==> config.mk <==
export PLATFORM = sky130hd
export DESIGN_NAME = program_counter_fetch_pipeline
export DESIGN_NICKNAME = d
export VERILOG_FILES = /design/src/design/pcf_pkg.sv /design/src/design/phase_gen.sv /design/src/design/program_counter_fetch_pipeline.sv
export VERILOG_INCLUDE_DIRS = /design/src /design/src/design
export SDC_FILE = /design/constraint.sdc
export NUM_CORES = 1
export LEC_CHECK = 0
export BUFFER_PORTS_ARGS = -buffer_cell sky130_fd_sc_hd__buf_4
export CAP_MARGIN = 20
export CORE_ASPECT_RATIO = 0.7
export CORE_MARGIN = 1
export CORE_UTILIZATION = 48
export DETAILED_ROUTE_END_ITERATION = 8
export MAX_ROUTING_LAYER = met4
export PLACE_DENSITY_LB_ADDON = 0.2
export SLEW_MARGIN = 20
export SYNTH_ARGS = -nofsm -noshare
export SYNTH_HDL_FRONTEND = slang
export SYNTH_SLANG_ARGS = --single-unit
==> constraint.sdc <==
create_clock -name CLOCK_IN -period 2.07 [get_ports CLOCK_IN]
set_clock_uncertainty 0.05 [all_clocks]
set_input_delay 0.414 -clock CLOCK_IN [delete_from_list [all_inputs] [get_ports CLOCK_IN]]
set_output_delay 0.414 -clock CLOCK_IN [all_outputs]
set_load 0.005 [all_outputs]
==> src/design/pcf_defines.svh <==
// Constants for the program counter and fetch pipeline
// -------------------------------------------------------------------
// -------------------------------------------------------------------
`ifndef PCF_DEFINES_SVH
`define PCF_DEFINES_SVH

`define PC_W          21
`define PCW_W         20
`define INSTR_W       16
`define OPND_W        12
`define OFFS_W        11
`define BYTE_W        8
`define PCW_RESET     20'h00000
`define PC_STEP_W     20'h00001
`define EXT_PREFIX    4'hf
`define PH_ONE        2'h0
`define PH_TWO        2'h1
`define PH_THREE      2'h3
`define PH_FOUR       2'h2
`define PH_COUNT      4

`endif

==> src/design/pcf_pkg.sv <==
// Types shared by the fetch pipeline files
`include "pcf_defines.svh"

package pcf_pkg;

    // Gray-coded phase sequence one, two, three, four
    typedef enum logic [1:0] {
        PH_ONE   = `PH_ONE,
        PH_TWO   = `PH_TWO,
        PH_THREE = `PH_THREE,
        PH_FOUR  = `PH_FOUR
    } phase_t;

    // Requests from the execute unit for the word now executing
    typedef enum logic [3:0] {
        OP_NONE      = 4'h0,
        OP_JUMP_ABS  = 4'h1,
        OP_CALL_ABS  = 4'h2,
        OP_BRANCH    = 4'h3,
        OP_CALL_REL  = 4'h4,
        OP_INT_ACK   = 4'h5,
        OP_SKIP      = 4'h6,
        OP_PCL_READ  = 4'h7,
        OP_PCL_WRITE = 4'h8,
        OP_PCL_ADD   = 4'h9,
        OP_HIGH_WR   = 4'ha,
        OP_UPPER_WR  = 4'hb
    } op_t;

    typedef struct packed {
        op_t                    op;
        logic                   two_word;
        logic [`BYTE_W-1:0]     data;
        logic [`PCW_W-1:0]      target;
        logic [`OFFS_W-1:0]     offset;
    } ctrl_t;

    typedef struct packed {
        logic                   valid;
        logic [`INSTR_W-1:0]    word;
        logic                   opnd_valid;
        logic [`OPND_W-1:0]     opnd;
    } exec_t;

endpackage

==> src/design/phase_gen.sv <==
// Four-phase divider of the core clock
`timescale 1ns/100ps
`default_nettype none
`include "pcf_defines.svh"

module phase_gen (
    input  wire logic                  clk,
    input  wire logic                  rst_n,
    input  wire logic                  ce,
    output logic [`PH_COUNT-1:0]       phase
);

    // -------------------------------------------------------------
    // Phase sequencer
    // -------------------------------------------------------------
    pcf_pkg::phase_t state_reg;
    pcf_pkg::phase_t state_next;
    localparam logic [1:0] CODES [`PH_COUNT] =
        '{`PH_ONE, `PH_TWO, `PH_THREE, `PH_FOUR};

    // Gray walk, one bit changes per step
    always_comb begin
        case (state_reg)
            pcf_pkg::PH_ONE:   state_next = pcf_pkg::PH_TWO;
            pcf_pkg::PH_TWO:   state_next = pcf_pkg::PH_THREE;
            pcf_pkg::PH_THREE: state_next = pcf_pkg::PH_FOUR;
            pcf_pkg::PH_FOUR:  state_next = pcf_pkg::PH_ONE;
            default:           state_next = pcf_pkg::PH_ONE;
        endcase
    end

    // Reset parks in phase one so the first cycle is a whole one
    always_ff @(posedge clk or negedge rst_n) begin
        if (!rst_n) begin
            state_reg <= pcf_pkg::PH_ONE;
        end else if (ce) begin
            state_reg <= state_next;
        end
    end

    // One-hot, non-overlapping phase strobes
    genvar i;
    generate
        for (i = 0; i < `PH_COUNT; i++) begin : g_ph
            always_ff @(posedge clk or negedge rst_n) begin
                if (!rst_n) begin
                    phase[i] <= (i == 0);
                end else if (ce) begin
                    phase[i] <= (state_next == CODES[i]);
                end
            end
        end
    endgenerate

endmodule

`default_nettype wire

==> src/design/program_counter_fetch_pipeline.sv <==
// Program counter, latches and two-stage fetch/execute pipeline
`timescale 1ns/100ps
`default_nettype none
`include "pcf_defines.svh"

module program_counter_fetch_pipeline (
    input  wire logic                   CLOCK_IN,
    input  wire logic                   RST_N_IN,
    input  wire logic                   CE_IN,
    // Program memory fetch port
    output logic [`PC_W-1:0]            PMEM_ADDR_OUT,
    input  wire logic [`INSTR_W-1:0]    PMEM_DATA_IN,
    // Execute unit side
    input  wire pcf_pkg::ctrl_t         CTRL_IN,
    input  wire logic [`BYTE_W-1:0]     WORK_REG_IN,
    output pcf_pkg::exec_t              EXEC_OUT,
    output logic [`PH_COUNT-1:0]        PHASE_OUT,
    output logic                        DMEM_RD_OUT,
    output logic                        DMEM_WR_OUT,
    // Software view of the counter
    output logic [`BYTE_W-1:0]          PCL_OUT,
    output logic [`BYTE_W-1:0]          HIGH_LATCH_OUT,
    output logic [`BYTE_W-1:0]          UPPER_LATCH_OUT,
    // Return stack push
    output logic                        PUSH_OUT,
    output logic [`PC_W-1:0]            PUSH_ADDR_OUT
);

    // -------------------------------------------------------------
    // Overview
    // -------------------------------------------------------------
    // One instruction cycle is four core clocks, phase one to four.
    // Phase one: the fetch address is issued and the counter steps.
    // Phase two: a low byte read snapshots the upper counter bytes.
    // Phase three: nothing is sampled; target arithmetic settles.
    // Phase four: the fetched word lands in the instruction register
    // and the executing word may redirect the counter.
    //
    // The execute unit owns decode. It presents one request per
    // cycle on the control input and holds it for the whole cycle.
    // Requests are ignored while the executing word is a bubble,
    // so a flushed word or a lone second word never steers.
    //
    // The counter is kept as a word address. Bit zero is never
    // stored, so an odd address is impossible by construction
    // rather than prevented by a check that could be bypassed.
    //
    // Hazard: the latches are software state. Only a low byte read
    // refreshes them, so a computed jump with no read first lands
    // wherever the last latch writes pointed.
    //
    // Limitation: a low clock enable freezes the whole pipeline,
    // phases included, so a stall never splits a cycle.

    // -------------------------------------------------------------
    // Decode helpers
    // -------------------------------------------------------------

    // Operations that redirect the fetch stream
    function automatic logic redirects(input pcf_pkg::op_t op);
        case (op)
            pcf_pkg::OP_JUMP_ABS,
            pcf_pkg::OP_CALL_ABS,
            pcf_pkg::OP_BRANCH,
            pcf_pkg::OP_CALL_REL,
            pcf_pkg::OP_INT_ACK,
            pcf_pkg::OP_SKIP,
            pcf_pkg::OP_PCL_WRITE,
            pcf_pkg::OP_PCL_ADD:  redirects = 1'b1;
            default:              redirects = 1'b0;
        endcase
    endfunction

    // Operations that push a return address
    function automatic logic pushes(input pcf_pkg::op_t op);
        case (op)
            pcf_pkg::OP_CALL_ABS,
            pcf_pkg::OP_CALL_REL,
            pcf_pkg::OP_INT_ACK:  pushes = 1'b1;
            default:              pushes = 1'b0;
        endcase
    endfunction

    // Words whose top nibble is all ones are second words
    function automatic logic is_ext(input logic [`INSTR_W-1:0] w);
        is_ext = (w[`INSTR_W-1 -: 4] == `EXT_PREFIX);
    endfunction

    // -------------------------------------------------------------
    // Phase generation
    // -------------------------------------------------------------
    logic [`PH_COUNT-1:0] phase;
    logic                 ph_one;
    logic                 ph_two;
    logic                 ph_four;

    phase_gen u_phase (
        .clk   (CLOCK_IN),
        .rst_n (RST_N_IN),
        .ce    (CE_IN),
        .phase (phase)
    );

    // Qualified strobes; a low enable freezes everything
    assign ph_one  = CE_IN && phase[0];
    assign ph_two  = CE_IN && phase[1];
    assign ph_four = CE_IN && phase[3];
    assign PHASE_OUT = phase;

    // -------------------------------------------------------------
    // State
    // -------------------------------------------------------------
    // Only bits 20:1 are stored, so bit 0 cannot become one
    logic [`PCW_W-1:0]    pcw_reg;
    logic [`PCW_W-1:0]    pcw_next;
    logic [`PCW_W-1:0]    fetch_w_reg;
    logic [`BYTE_W-1:0]   high_latch_reg;
    logic [`BYTE_W-1:0]   upper_latch_reg;
    logic                 exec_ok;
    logic [`PCW_W-1:0]    rel_target;
    logic [`BYTE_W-1:0]   pcl_sum;
    logic [`PC_W-1:0]     pc_full;

    assign pc_full = {pcw_reg, 1'b0};

    // Only a genuine instruction may steer the counter
    assign exec_ok = EXEC_OUT.valid;

    // -------------------------------------------------------------
    // Target arithmetic
    // -------------------------------------------------------------

    // Offset counts words; in word units it adds directly, which is
    // a byte displacement of twice the offset
    assign rel_target = fetch_w_reg
        + {{(`PCW_W-`OFFS_W){CTRL_IN.offset[`OFFS_W-1]}},
           CTRL_IN.offset};

    // Working register counts bytes; odd sums fall to the even byte
    assign pcl_sum = pc_full[`BYTE_W-1:0] + WORK_REG_IN;

    // -------------------------------------------------------------
    // Next program counter at phase four of an execute cycle
    // -------------------------------------------------------------

    // Absolute targets arrive as word addresses already; relative
    // ones are reckoned from the word in fetch, which is one past
    // the branch. Low byte writes and adds take their upper bits
    // from the latches, never from the live counter, so software
    // can reach any part of the space with one write.
    //
    // A skip keeps the counter where phase one left it: the word
    // in fetch is simply never executed, and the one after it is
    // fetched next as if nothing happened.
    always_comb begin
        pcw_next = pcw_reg;
        case (CTRL_IN.op)
            pcf_pkg::OP_JUMP_ABS,
            pcf_pkg::OP_CALL_ABS,
            pcf_pkg::OP_INT_ACK: begin
                // Word address straight into bits 20:1
                pcw_next = CTRL_IN.target;
            end
            pcf_pkg::OP_BRANCH,
            pcf_pkg::OP_CALL_REL: begin
                pcw_next = rel_target;
            end
            pcf_pkg::OP_SKIP: begin
                // Word now in fetch is dropped; counter already past it
                pcw_next = pcw_reg;
            end
            pcf_pkg::OP_PCL_WRITE: begin
                pcw_next = {upper_latch_reg[`PC_W-17:0],
                            high_latch_reg,
                            CTRL_IN.data[`BYTE_W-1:1]};
            end
            pcf_pkg::OP_PCL_ADD: begin
                // Add is a write of the low byte, so latches load too;
                // they are not refreshed first, software must read
                pcw_next = {upper_latch_reg[`PC_W-17:0],
                            high_latch_reg,
                            pcl_sum[`BYTE_W-1:1]};
            end
            default: begin
                pcw_next = pcw_reg;
            end
        endcase
    end

    // -------------------------------------------------------------
    // Program counter and fetch address
    // -------------------------------------------------------------

    // Phase one issues the fetch and steps the counter by one word;
    // phase four applies a redirect from the executing word
    always_ff @(posedge CLOCK_IN or negedge RST_N_IN) begin
        if (!RST_N_IN) begin
            pcw_reg     <= `PCW_RESET;
            fetch_w_reg <= `PCW_RESET;
        end else if (ph_one) begin
            fetch_w_reg <= pcw_reg;
            pcw_reg     <= pcw_reg + `PC_STEP_W;
        end else if (ph_four && exec_ok) begin
            pcw_reg     <= pcw_next;
        end
    end

    assign PMEM_ADDR_OUT = {fetch_w_reg, 1'b0};

    // -------------------------------------------------------------
    // Latches for the upper counter bytes
    // -------------------------------------------------------------

    // Read of the low byte happens with the operand read in phase two;
    // explicit latch writes land with the destination in phase four
    always_ff @(posedge CLOCK_IN or negedge RST_N_IN) begin
        if (!RST_N_IN) begin
            high_latch_reg  <= '0;
            upper_latch_reg <= '0;
        end else if (ph_two && exec_ok &&
                     CTRL_IN.op == pcf_pkg::OP_PCL_READ) begin
            high_latch_reg  <= pc_full[15:8];
            upper_latch_reg <= {3'h0, pc_full[`PC_W-1:16]};
        end else if (ph_four && exec_ok) begin
            if (CTRL_IN.op == pcf_pkg::OP_HIGH_WR) begin
                high_latch_reg <= CTRL_IN.data;
            end
            if (CTRL_IN.op == pcf_pkg::OP_UPPER_WR) begin
                // Only five bits exist above bit 15
                upper_latch_reg <= {3'h0, CTRL_IN.data[4:0]};
            end
        end
    end

    assign HIGH_LATCH_OUT  = high_latch_reg;
    assign UPPER_LATCH_OUT = upper_latch_reg;

    // -------------------------------------------------------------
    // Low byte view
    // -------------------------------------------------------------

    // Registered copy of the low byte; bit 0 is always zero
    always_ff @(posedge CLOCK_IN or negedge RST_N_IN) begin
        if (!RST_N_IN) begin
            PCL_OUT <= '0;
        end else if (CE_IN) begin
            PCL_OUT <= {pc_full[`BYTE_W-1:1], 1'b0};
        end
    end

    // -------------------------------------------------------------
    // Instruction register
    // -------------------------------------------------------------

    // Word fetched in this cycle executes next cycle; a redirect in
    // the same phase four turns it into exactly one bubble
    always_ff @(posedge CLOCK_IN or negedge RST_N_IN) begin
        if (!RST_N_IN) begin
            EXEC_OUT   <= '0;
        end else if (ph_four) begin
            EXEC_OUT.word <= PMEM_DATA_IN;
            // A second word never runs as its own instruction
            EXEC_OUT.valid <= !(exec_ok && redirects(CTRL_IN.op))
                && !is_ext(PMEM_DATA_IN);
            // Operand data is handed over only to its own first word
            EXEC_OUT.opnd_valid <= exec_ok && CTRL_IN.two_word
                && is_ext(PMEM_DATA_IN);
            EXEC_OUT.opnd <= PMEM_DATA_IN[`OPND_W-1:0];
        end
    end

    // -------------------------------------------------------------
    // Data memory strobes
    // -------------------------------------------------------------

    // Set one phase early so each strobe stands through its phase
    always_ff @(posedge CLOCK_IN or negedge RST_N_IN) begin
        if (!RST_N_IN) begin
            DMEM_RD_OUT <= 1'b0;
            DMEM_WR_OUT <= 1'b0;
        end else if (CE_IN) begin
            DMEM_RD_OUT <= phase[0] && exec_ok;
            DMEM_WR_OUT <= phase[2] && exec_ok;
        end
    end

    // -------------------------------------------------------------
    // Return address push
    // -------------------------------------------------------------

    // Return points past the whole call: the word after its second
    // word for an absolute call, the word in fetch for one-word cases.
    // The stack itself lives elsewhere; this block only offers a
    // strobe one enabled clock long and an address that holds until the next
    // push, so a slow stack may sample the address late.
    always_ff @(posedge CLOCK_IN or negedge RST_N_IN) begin
        if (!RST_N_IN) begin
            PUSH_OUT      <= 1'b0;
            PUSH_ADDR_OUT <= '0;
        end else if (CE_IN) begin
            PUSH_OUT <= ph_four && exec_ok
                && pushes(CTRL_IN.op);
            if (ph_four && exec_ok && pushes(CTRL_IN.op)) begin
                if (CTRL_IN.op == pcf_pkg::OP_CALL_ABS) begin
                    PUSH_ADDR_OUT <= pc_full;
                end else begin
                    PUSH_ADDR_OUT <= {fetch_w_reg, 1'b0};
                end
            end
        end
    end

endmodule

`default_nettype wire

* Yosys cells after proc, flatten, opt, wreduce, memory -nomap -nowiden
Memories as Yosys holds them, arrays and structs flattened.
Index checks and enable logic that the tools add are counted.
** Cells by class
- Reductions and logical operators :: 29
- $add $sub $neg :: 3
- Muxes and demuxes :: 14
- Eq/ne operators :: 17
** Operator list (count)
- $pmux W20 S4 :: 1
- $mux W8 :: 6
- $mux W20 :: 2
- $mux W21 :: 1
- $add A20 B1 Y20 const B :: 1
- $add A20 B20 Y20 :: 1
- $eq A4 B4 Y1 const B :: 5
- $logic_and A1 B1 Y1 :: 13
- $eq A4 B3 Y1 const B :: 3
- $add A8 B8 Y8 :: 1
- $eq A2 B2 Y1 const B :: 4
- $eq A4 B2 Y1 const B :: 2
- $pmux W2 S4 :: 1
- $reduce_and A2 Y1 :: 4
- $reduce_bool A2 Y1 :: 4
- $reduce_or A3 Y1 :: 2
- $reduce_bool A5 Y1 :: 1
- $eq A2 B1 Y1 const B :: 2
- $eq A4 B1 Y1 const B :: 1
- $logic_not A2 Y1 :: 2
- $mux W1 :: 3
- $logic_not A1 Y1 :: 2
- $reduce_or A2 Y1 :: 1
** Word-level totals
- Logic and storage cells :: 82
- ROM bits :: 16
- Memories kept :: 1
- Output and inout port bits :: 103
- Input port bits :: 71
- Bits in registers :: 123
** Memory list
- (no name shown) :: words 16, width 1, read ports 1, clocked after memory_dff 0, write ports 0, RTL line program_counter_fetch_pipeline.sv:61 : case (op)

* Logic depth before layout (Yosys ltp)
Gate-level depths: netlist of the first run.
- Depth after elaboration :: 6
- Mapped depth :: 10
- Depth with buffers taken out :: 10

* Cells and area by module
From an unflattened synthesis of the first run, not the netlist that was laid out.
** Second synthesis, totals
- Cell total of the unflattened synthesis :: 751
- Area, all modules :: 6663.9 sq um
** By module, submodules not included
- program_counter_fetch_pipeline :: sequential area each 2527.4 sq um, times used 1, area each 6412.4 sq um, cells each 730
- phase_gen :: sequential area each 151.4 sq um, times used 1, area each 251.5 sq um, cells each 21

* Least setup slack after synthesis of the first run
No wires, ideal clock.
- Path kind :: in2reg
- Start point :: input CTRL_IN[0] (netlist bit)
- End point :: register pcw_reg[14]
- Stages on the path :: 9
- Slack :: -0.262 ns
- Buffers on the path :: 0
- Arrival time :: 2.145 ns
- Setup time :: 0.137 ns
- Data required time :: 1.883 ns
- Cell sequence :: ha_1 fa_1 a211o_1 a21oi_2 o31ai_2 a21oi_2 xnor2_1 a221oi_2 a21oi_1
** On the way
- Cells in the longest elaborated chain, start to end :: 4
** Ends and longest elaborated chain
- start, declared :: RTL line program_counter_fetch_pipeline.sv:14 : input wire pcf_pkg::ctrl_t CTRL_IN,
- $add A20 B20 Y20 :: RTL line program_counter_fetch_pipeline.sv:135 : assign rel_target = fetch_w_reg
- $pmux W20 S4 :: RTL line program_counter_fetch_pipeline.sv:157 : case (CTRL_IN.op)
- $mux W20 :: RTL line program_counter_fetch_pipeline.sv:203 : end else if (ph_four && exec_ok) begin
- $mux W20 :: RTL line program_counter_fetch_pipeline.sv:200 : end else if (ph_one) begin
- end signal, assigned :: RTL line program_counter_fetch_pipeline.sv:198 : pcw_reg <= `PCW_RESET;
- end signal, assigned :: RTL line program_counter_fetch_pipeline.sv:202 : pcw_reg <= pcw_reg + `PC_STEP_W;
- end signal, assigned :: RTL line program_counter_fetch_pipeline.sv:204 : pcw_reg <= pcw_next;
- end, declared :: RTL line program_counter_fetch_pipeline.sv:114 : logic [`PCW_W-1:0] pcw_reg;
Every way passes these cells. The select of a mux whose other input is x is not followed.
A chain may end at the register's enable or synchronous reset.

* Worst setup path after layout of the first run
- Start point :: register fetch_w_reg[0]
- End point :: register pcw_reg[4]
** On the way
- Cells in the longest elaborated chain, start to end :: 4
** Ends and longest elaborated chain
- start, declared :: RTL line program_counter_fetch_pipeline.sv:116 : logic [`PCW_W-1:0] fetch_w_reg;
- start signal, assigned :: RTL line program_counter_fetch_pipeline.sv:199 : fetch_w_reg <= `PCW_RESET;
- start signal, assigned :: RTL line program_counter_fetch_pipeline.sv:201 : fetch_w_reg <= pcw_reg;
- $add A20 B20 Y20 :: RTL line program_counter_fetch_pipeline.sv:135
- $pmux W20 S4 :: RTL line program_counter_fetch_pipeline.sv:157
- $mux W20 :: RTL line program_counter_fetch_pipeline.sv:203
- $mux W20 :: RTL line program_counter_fetch_pipeline.sv:200
Every way passes these cells. The select of a mux whose other input is x is not followed.

==> metrics.cfg, run 1 <==
[power]
switching_share_pct = 38.6
p_sw_uw = 4510
p_int_uw = 7170
pwr-share-comb_pct = 55.1
pwr-share-clk_pct = 14.3
ir_worst_vdd_mv = 0.578
powerDensity_nw_per_um2 = 1250
p_seq_share_pct = 30.6
p_leak_uw = 0.00441

[timing]
period_share_pct = 113
fmax_mhz = 426
rsz0062_at_grt = yes
finalHoldViolCount = 0
finalCriticalPeriod_ns = 2.35
finalSetupViolations = 18
fin_ws_ns = -0.279
maxSlewHeadroom_pct = 59.3
worst_pin_slew_ns = 0.611
drv_slew = 0

[place]
dpl.cell_count = 1123
port_buffers = 166
gp_congestion = 0.975
place_ws_ns = -0.596
hpwl_um = 16500

[critical_path]
crit_buf_inv = 3
cp_data_required_time_ns = 2.26
path_cells = ha_4, fa_2, buf_4, buf_6, buf_6, a21o_1, a211oi_2, a211o_1, a221oi_2, a221o_1
worst-path-stages = 10
slowest_delay_ns = 0.41
crit_arrival_ns = 2.53
start_kind = register
crit_family = compound AO/OA/AOI/OAI gates
critPathSlowestCell = dfrtp_1
path_class = register to register
reg2reg_depth = 10
critPathMostFrequentCell = buf_6
worstSetupEndpointType = register
path_max_fanout = 2

[grt]
antenna_found_initial = 1
grt-ovfl-total = 0
grt_max_degree = 108
grt_pass1_vias = 6268
grt_first_pass_wirelength_um = 33900
track_usage_pct = 32.8

[yosys]
syn_area_sq_um = 6520
async_flop_share_pct = 100
synth-seq-cells = 107
synth.avg_cell_area_sq_um = 9.26
syn_inst = 704
synth_edf_count = 0
ys.flop_type = dfrtp_1
ys_types = 70
ys_seq_area_share_pct = 41.1
yosysWarnings = 0

[cells_and_area]
fin_util_pct = 70.9
drive_gt1_share_pct = 41.9
final_cell_mix = 289 x buf_4, 107 x nand2_1, 105 x dfrtp_1, 47 x nor2_1, 43 x o21ai_0
final_common_cell = buf_4
final_cells = 1151
area_delta_synth_final_pct = 43.4
fin_nets = 1059

[detailed_routing]
drc_errors = 0
postRouteAntennaNets = 0
wl_met2_um = 9880
m1WireLength_um = 10000
num_vias = 6561
wl_per_cell_um = 19.3
firstDrtPassIters = 6
wl_um = 22200
via_per_inst = 5.70
routed.top_layer = met4
dr_wl_met3_um = 1780
drtIter0Drc = 443

[floorplanning]
start_util_pct = 49.4
fp-row-count = 35
coreArea_sq_um = 13200
die_h_um = 99.5
die-width_um = 141
die_area_sq_um = 14100
ios = 174

[run_status]
violations = setup timing
status = finished with violations

[clock_network]
cts_root_buf = clkbuf_16
cts_sinks = 107
path_clk_slew_ns = 0.08
clock_tree.buffer_depth = 2
numCtsBuffers = 9
clk_latency_ns = 0.35
tritoncts = yes
htreeDepth = 3

[min_path]
hold_path.class = input port to asynchronous set/reset pin

[run]
cap_violations = 0

## layer usage
metal / vias to the layer above / GRT usage (%)
met5: - / -
met4: 0 / 9.53
met3: 49 / 7.03
met2: 295 / 48.7
met1: 3188 / 44.9
li1: 3029 / -
## cell families (layout without fill, tap and decap cells)
kind of cell	Yosys count	count (layout)	share of synthesized area (%)
and+or+nand+nor	230	230	16.2
AOI/OAI and AO/OA	185	185	19.2
DFF	107	107	41.1
buffers and inverters	76	332	5.86
muxes	57	57	9.22
adders and majority gates	28	28	5.61
xor gates and xnor gates	20	20	2.69
other	1	7	0.0575
## power groups by stage
stage,clock network (uW),registers (uW),logic (uW)
2_1_floorplan,0,3560,2680
3_3_place_gp,0,3530,5510
3_5_place_dp,0,3560,5670
4_1_cts,1680,3540,6130
5_1_grt,1750,3660,6930
6_report,1670,3570,6440
## synth_stat cells (13+ instances only)
master,instances,area share (%)
nand2_1,108,6.2
dfrtp_1,106,41
nor2_1,47,2.7
nand4_1,15,1.4
xnor2_1,13,1.7
mux2_2,24,4.1
ha_1,26,5.0
nand3_1,13,1.0
mux2i_1,33,5.1
clkbuf_1,18,1.0
a21oi_1,40,3.1
o21ai_0,48,3.7
buf_2,16,1.2
buf_4,20,2.3
inv_1,18,1.0
## cell type report
| cell class | count | area, sq um |
|---|---|---|
| fillers | 1032 | 3840 |
| repair buffers | 298 | 2310 |
| clock buffers | 10 | 229 |
| flip-flops and latches | 107 | 2680 |
| diodes | 1 | 2.50 |
| clock inverters | 6 | 41.3 |
| multi-input cells | 526 | 3780 |
| well taps | 185 | 231 |
| inverters | 18 | 67.6 |
## path summary, 6_finish.rpt
kind,slack [ns],start,end
setup / recovery,-0.28,fetch_w_reg[0],pcw_reg[4]
hold / removal,0.06,RST_N_IN,PUSH_ADDR_OUT[10]
setup reg to reg,-0.28,fetch_w_reg[0],pcw_reg[4]
hold reg to reg,0.43,PUSH_ADDR_OUT[17],PUSH_ADDR_OUT[17]
max in group asynchronous,1.38,RST_N_IN,pcw_reg[0]
min in group CLOCK_IN,0.24,PMEM_DATA_IN[3],EXEC_OUT[16]
## per-stage QoR
step | TNS, ns | total power (uW) | area (sq um) | hold WS (ns)
after global routing | -4.53 | 12300 | 9340 | 0.113
after detailed placement | -6.48 | 9230 | 8690 | 0.422
after global placement | -5.38 | 9030 | 8690 | 0.413
final | -3.02 | 11700 | 9340 | 0.0639
after floorplan | -1.29 | 6240 | 6560 | 0.0684
after CTS | -2.13 | 11300 | 9220 | 0.124
## timing repair
action | in CTS | in global routing
gates resized for setup | 41 | 13
cloned | 0 | 0
hold buffers | 0 | 0
endpoints found under the setup margin | 18 | 18
setup buffers | 8 | 5
pin swaps | 40 | 20
(Power assumes the default switching activity.)
==> run 2: changes to the inputs <==
--- a/config.mk
+++ b/config.mk
@@ -6,7 +6,7 @@
 export SDC_FILE = /design/constraint.sdc
 export NUM_CORES = 1
 export LEC_CHECK = 0
-export BUFFER_PORTS_ARGS = -buffer_cell sky130_fd_sc_hd__buf_4
+export BUFFER_PORTS_ARGS = -buffer_cell sky130_fd_sc_hd__clkbuf_2
 export CAP_MARGIN = 20
 export CORE_ASPECT_RATIO = 0.7
 export CORE_MARGIN = 1
==> run 2 against run 1 <==
- the flow still finishes with violations (setup timing)
- register-to-register slack about the same
- wire length is 0.75% lower
- utilization fell by 2.4 points
- sequential share of layout area rose by 1.0 points
- critical path depth is the same
- sequential power barely moved
- final cell count increased by 0.70%
- largest cell class unchanged
==> metrics.cfg, run 2 (synthesized netlist as in run 1, its figures left out) <==
[floorplanning]
die_h_um = 99.5  ; unchanged
fp-row-count = 35  ; unchanged
die_area_sq_um = 14100  ; unchanged
coreArea_sq_um = 13200  ; unchanged
ios = 174  ; unchanged
die-width_um = 141  ; unchanged
start_util_pct = 49.4  ; unchanged

[grt]
antenna_found_initial = 0  ; -1
grt_first_pass_wirelength_um = 34200  ; +0.79%
grt_max_degree = 55  ; -49%
track_usage_pct = 32.9  ; +0.19 points
grt-ovfl-total = 0  ; unchanged
grt_pass1_vias = 6285  ; +0.27%

[detailed_routing]
drtIter0Drc = 495  ; +12%
wl_um = 22100  ; -0.75%
firstDrtPassIters = 6  ; unchanged
wl_per_cell_um = 19.0  ; -1.4%
drc_errors = 0  ; unchanged
num_vias = 6516  ; -0.69%
postRouteAntennaNets = 0  ; unchanged
via_per_inst = 5.62  ; -1.4%

[power]
p_int_uw = 6700  ; -6.6%
powerDensity_nw_per_um2 = 1240  ; -0.87%
p_sw_uw = 4480  ; -0.55%
pwr-share-clk_pct = 15.6  ; +1.3 points
total_power_uw = 11200  ; -4.2%
ir_worst_vdd_mv = 0.549  ; -5.1%
switching_share_pct = 40.1  ; +1.5 points
p_seq_share_pct = 32.0  ; +1.4 points
pwr-share-comb_pct = 52.4  ; -2.7 points
p_leak_uw = 0.00434  ; -1.5%

[place]
hpwl_um = 16500  ; +0.20%
dpl.cell_count = 1131  ; +0.71%
port_buffers = 166  ; unchanged
gp_congestion = 0.937  ; -3.9%

[cells_and_area]
fin_nets = 1068  ; +0.85%
final_cells = 1159  ; +0.70%
area_delta_synth_final_pct = 38.5
antenna_cells = 0  ; -1
final_cell_mix = 165 x clkbuf_2, 133 x buf_4, 107 x nand2_1, 105 x dfrtp_1, 45 x nor2_1
fillers = 1065  ; +3.2%
drive_gt1_share_pct = 42.1  ; +0.23 points
final_common_cell = clkbuf_2

[timing]
rsz0062_at_grt = yes
fmax_mhz = 424  ; -0.35%
maxSlewHeadroom_pct = 60.4  ; +1.2 points
period_share_pct = 114  ; +0.39 points
finalSetupViolations = 18  ; unchanged
worst_pin_slew_ns = 0.593  ; -0.0187 ns
fin_ws_ns = -0.287  ; -0.00817 ns
drv_slew = 0  ; unchanged
finalCriticalPeriod_ns = 2.36  ; +0.00817 ns
finalHoldViolCount = 0  ; unchanged

[run_status]
violations = setup timing
status = finished with violations

[critical_path]
worstSetupEndpointType = register
cp_data_required_time_ns = 2.32  ; +0.06 ns
start_kind = register
crit_arrival_ns = 2.60  ; +0.07 ns
path_class = register to register
path_max_fanout = 4  ; +2

[clock_network]
cts_root_buf = clkbuf_16
htreeDepth = 3  ; unchanged
numCtsBuffers = 9  ; unchanged
tritoncts = yes
cts_sinks = 107  ; unchanged
clock_tree.buffer_depth = 2  ; unchanged
clk_latency_ns = 0.36  ; about the same
path_clk_slew_ns = 0.08  ; about the same

[run]
cap_violations = 0  ; unchanged

[min_path]
hold_path.class = input port to register

## run 2: path summary, 6_finish.rpt
check | startpoint | end | slack, ns | cells past startpoint
worst max-delay path | fetch_w_reg[0] | pcw_reg[12] | -0.29 | 10
worst min-delay path | PMEM_DATA_IN[3] | EXEC_OUT[16] | 0.24 | 2
worst max register to register | fetch_w_reg[0] | pcw_reg[12] | -0.29 | 10
worst min register to register | PUSH_ADDR_OUT[15] | PUSH_ADDR_OUT[15] | 0.43 | 2
max in group asynchronous | RST_N_IN | PUSH_ADDR_OUT[15] | 1.00 | 3
min in group asynchronous | RST_N_IN | fetch_w_reg[8] | 0.39 | 2
## run 2: layer usage
| metal | GRT usage (%) | routed length [um] | up-vias |
|---|---|---|---|
| li1 | - | - | 3047 |
| met1 | 47.0 | 10400 | 3180 |
| met2 | 49.2 | 9980 | 262 |
| met3 | 5.92 | 1420 | 27 |
| met4 | 6.35 | 261 | 0 |
| met5 | - | 0 | - |
## run 2: per-stage QoR
stage	cell area, sq um	setup slack, ns	setup TNS (ns)	hold slack [ns]	utilization, %
after floorplan	6560	-0.170	-1.29	0.0684	-
after global placement	8370	-0.374	-4.93	0.221	63.5
after detailed placement	8370	-0.422	-5.71	0.225	63.5
after CTS	8880	-0.239	-2.21	0.235	67.4
after global routing	9030	-0.392	-4.41	0.233	68.5
final	9030	-0.287	-2.74	0.239	68.5
## run 2: repair_timing
item / 4_1_cts / 5_1_grt
hold endpoints to repair: 9 / 0
pin swaps: 31 / 24
hold buffers: 1 / 0
setup buffers: 6 / 7
resized for setup: 36 / 14
setup endpoints to repair: 18 / 18
## run 2: worst max-delay path: stages (launching register included)
cell and delay, ns:
dfrtp_1 0.42, ha_4 0.18, fa_2 0.33, a211o_1 0.32, a21oi_4 0.21, buf_4 0.15
o221ai_2 0.10, xor2_1 0.17, nand2_1 0.07, a32oi_1 0.15, o32a_2 0.15
## run 2: power groups by stage
stage	Clock, uW	Combinational [uW]	Sequential, uW
floorplan	0	2680	3560
global placement	0	5040	3520
detailed placement	0	5170	3570
CTS	1760	5570	3550
global route	1840	6360	3670
finish	1740	5860	3580
## run 2: layout make-up
class                           count  area, sq um  share of cell area [%]
Clock buffer                        9          225                    2.50
Clock inverter                      7         60.1                   0.665
Inverter                           18         67.6                   0.749
Multi-Input combinational cell    526         3780                    41.9
Sequential cell                   107         2680                    29.7
Tap cell                          185          231                    2.56
Timing Repair Buffer              307         1980                    21.9
==> run 3: changes to the inputs <==
--- a/config.mk
+++ b/config.mk
@@ -6,11 +6,12 @@
 export SDC_FILE = /design/constraint.sdc
 export NUM_CORES = 1
 export LEC_CHECK = 0
+export ABC_AREA = 1
 export BUFFER_PORTS_ARGS = -buffer_cell sky130_fd_sc_hd__clkbuf_2
 export CAP_MARGIN = 20
 export CORE_ASPECT_RATIO = 0.7
 export CORE_MARGIN = 1
-export CORE_UTILIZATION = 48
+export CORE_UTILIZATION = 49
 export DETAILED_ROUTE_END_ITERATION = 8
 export MAX_ROUTING_LAYER = met4
 export PLACE_DENSITY_LB_ADDON = 0.2
==> run 3 against run 2 <==
- the flow now finishes without violations
- die area is 3.9% higher
- maximum frequency increased by 17%
- first-iteration DRC count is 52% higher
- clock power decreased by 2%
- non-clock buffer count decreased by 32
- global-route usage increased by 1.3 points
- flip-flop and latch count stayed put
- via count grew 15%
- worst setup slack gained 0.34 ns
- count of clock-buffer cells in the layout increased by 1
- synthesized area increased by 6.1%
- critical path type unchanged
- largest cell class unchanged
- largest power group unchanged
==> metrics.cfg, run 3 <==
[run_status]
status = completed

[grt]
grt_pass1_vias = 6526  ; +3.8%
grt-ovfl-total = 0  ; unchanged
antenna_found_initial = 0  ; unchanged
grt_first_pass_wirelength_um = 35800  ; +4.8%
grt_max_degree = 65  ; +18%
track_usage_pct = 34.3  ; +1.3 points

[place]
hpwl_um = 19000  ; +15%
gp_congestion = 0.974  ; +4.0%
place_ws_ns = -0.229  ; +0.193 ns
port_buffers = 166  ; unchanged
dpl.cell_count = 1381  ; +22%

[run]
cap_violations = 0  ; unchanged

[critical_path]
reg2reg_depth = 9  ; -1
start_kind = register
crit_buf_inv = 0  ; -1
path_max_fanout = 6  ; +2
critPathSlowestCell = dfrtp_2
crit_arrival_ns = 2.22  ; -0.38 ns
path_class = register to register
worstSetupEndpointType = register
reg2reg_from = pcw_reg[3]
endpoint = pcw_reg[6]
slowest_delay_ns = 0.47  ; +0.05 ns
crit_family = simple AND/OR/NAND/NOR gates
worst-path-stages = 9  ; -1
critPathMostFrequentCell = nand2_1
path_cells = ha_2, a21oi_1, or2_2, nand3_1, nand2_1, nand3_2, nand4_1, nand2_1, a21oi_2
reg2reg_slack_ns = 0.05  ; +0.34 ns
startpoint = pcw_reg[3]
r2r-end = pcw_reg[6]
cp_data_required_time_ns = 2.27  ; -0.05 ns

[detailed_routing]
num_vias = 7500  ; +15%
postRouteAntennaNets = 0  ; unchanged
via_per_inst = 5.36  ; -4.7%
wl_per_cell_um = 17.1  ; -10%
drtIter0Drc = 754  ; +52%
firstDrtPassIters = 6  ; unchanged
wl_um = 23900  ; +8.5%
drc_errors = 0  ; unchanged

[floorplanning]
fp-row-count = 35  ; unchanged
coreArea_sq_um = 13400  ; +2.0%
ios = 174  ; unchanged
start_util_pct = 51.4  ; +2.0 points
die_area_sq_um = 14600  ; +3.9%
die-width_um = 144  ; +1.9%
die_h_um = 101  ; +1.9%

[power]
powerDensity_nw_per_um2 = 1280  ; +3.0%
p_leak_uw = 0.00489  ; +13%
total_power_uw = 11800  ; +6.0%
ir_worst_vdd_mv = 0.628  ; +14%

[cells_and_area]
antenna_cells = 0  ; unchanged
area_delta_synth_final_pct = 34.3
multi_input_area_sq_um = 4020  ; +6.2%
regArea_sq_um = 2700  ; +0.61%
fin_nets = 1309  ; +23%
fin_util_pct = 69.1  ; +0.60 points
final_common_cell = nand2_1
drive_gt1_share_pct = 33.7  ; -8.3 points
fillers = 1232  ; +16%
final_cells = 1400  ; +21%
final_cell_mix = 316 x nand2_1, 164 x clkbuf_2, 103 x buf_4, 92 x dfrtp_1, 78 x nor2_1

[clock_network]
cts_sinks = 107  ; unchanged
htreeDepth = 3  ; unchanged
clock_tree.buffer_depth = 2  ; unchanged
clk_latency_ns = 0.35  ; about the same
cts_root_buf = clkbuf_16
numCtsBuffers = 9  ; unchanged
tritoncts = yes
path_clk_slew_ns = 0.08  ; about the same

[timing]
fin_ws_ns = 0.0493  ; +0.336 ns
worst_pin_slew_ns = 0.756  ; +0.163 ns
drv_slew = 0  ; unchanged
fin_worst_hold_slack_ns = 0.199  ; -0.0397 ns
finalSetupViolations = 0  ; -18
finalCriticalPeriod_ns = 2.02  ; -0.336 ns
finalHoldViolCount = 0  ; unchanged
period_share_pct = 97.6  ; -16 points
maxSlewHeadroom_pct = 49.6  ; -11 points
fmax_mhz = 495  ; +17%
rsz0062_at_grt = yes

[yosys]
ys.flop_type = dfrtp_1
yosys-top-cells-area = dfrtp_1 38%, nand2_1 18%, ha_1 4.7%, nor2_1 4.7%, inv_1 4.3%
async_flop_share_pct = 100  ; unchanged
ys_seq_area_share_pct = 38.8  ; -2.4 points
synth.avg_cell_area_sq_um = 7.12  ; -23%
synth_most_common_cell = nand2_1
synth_edf_count = 0  ; unchanged
synth-seq-cells = 107  ; unchanged
yosysWarnings = 0  ; unchanged
synth_common_cells = 337 x nand2_1, 106 x dfrtp_1, 86 x nor2_1, 80 x inv_1, 55 x o21ai_0
syn_inst = 971  ; +38%
synth_top_area_cell = dfrtp_1
synth_top_area_share_pct = 38.4  ; -2.3 points
ys_types = 48  ; -31%
syn_area_sq_um = 6910  ; +6.1%

[min_path]
hold_path.class = input port to register
whs_path_depth = 3  ; +1

## run 3: cell count changes after synthesis, moves of 24 or more
cell     previous run  this run
mux2i_1            33         0
nand2_1           108       337
inv_1              18        80
nand3_1            13        53
nor2_1             47        86
mux2_2             24         0
## run 3: logic make-up (layout without fill, tap and decap cells)
group                    count (synthesis)  after routing  share of synthesized area, %
AO/OA/AOI/OAI                          168            168                          14.6
XOR/XNOR                                10             10                          1.27
adder cells (fa/ha/maj)                 28             28                          5.29
buffers and inverters                  140            379                          9.23
flip-flops                             107            107                          38.8
other                                    1              6                        0.0542
AND/OR/NAND/NOR                        517            517                          30.8
## run 3: final cells by class
class	instances	share of cell area, %
inverters	88	3.61
clock buffers	10	2.47
clock inverters	6	0.660
multi-input cells	729	43.3
flip-flops and latches	107	29.0
well taps	185	2.49
repair buffers	275	18.4
## run 3: power breakdown
part / switching (uW) / internal [uW]
clock: 857 / 844
combinational: 3330 / 2890
sequential: 987 / 2940
## run 3: worst min-delay path by stage
| stage | from | to | slack (ns) |
|---|---|---|---|
| after floorplan | RST_N_IN | DMEM_RD_OUT | 0.07 |
| after global placement | RST_N_IN | fetch_w_reg[11] | 0.33 |
| after detailed placement | RST_N_IN | PUSH_ADDR_OUT[13] | 0.33 |
| after CTS | PMEM_DATA_IN[3] | EXEC_OUT[16] | 0.19 |
| after global routing | PMEM_DATA_IN[3] | EXEC_OUT[16] | 0.21 |
| final | PMEM_DATA_IN[7] | EXEC_OUT[20] | 0.20 |
## run 3: layer usage
layer	GRT usage [%]	share of wire (%)
met5	-	0
met4	7.53	1.5
met3	7.61	11
met2	43.0	40
met1	54.0	48
## run 3: what timing repair did
item	in CTS	in global routing
setup endpoints to repair	10	18
resized for setup	16	92
cloned	0	0
hold buffers	1	0
endpoints found under the hold margin	29	0
setup buffers	0	2
pin swaps	1	30
## run 3: through the flow
step / instance area (sq um) / TNS [ns]
3_5_place_dp: 8540 / -2.40
2_1_floorplan: 6930 / 0
6_report: 9290 / 0
3_3_place_gp: 8540 / -1.99
4_1_cts: 8920 / 0
5_1_grt: 9290 / -0.310
## run 3: worst register-to-register path, delay by kind of cell (launching register included)
kind	cells	cell delay, ns
AND/OR/NAND/NOR	6	0.85
flip-flops	1	0.47
adder cells (fa/ha/maj)	1	0.40
AO/OA/AOI/OAI	2	0.15
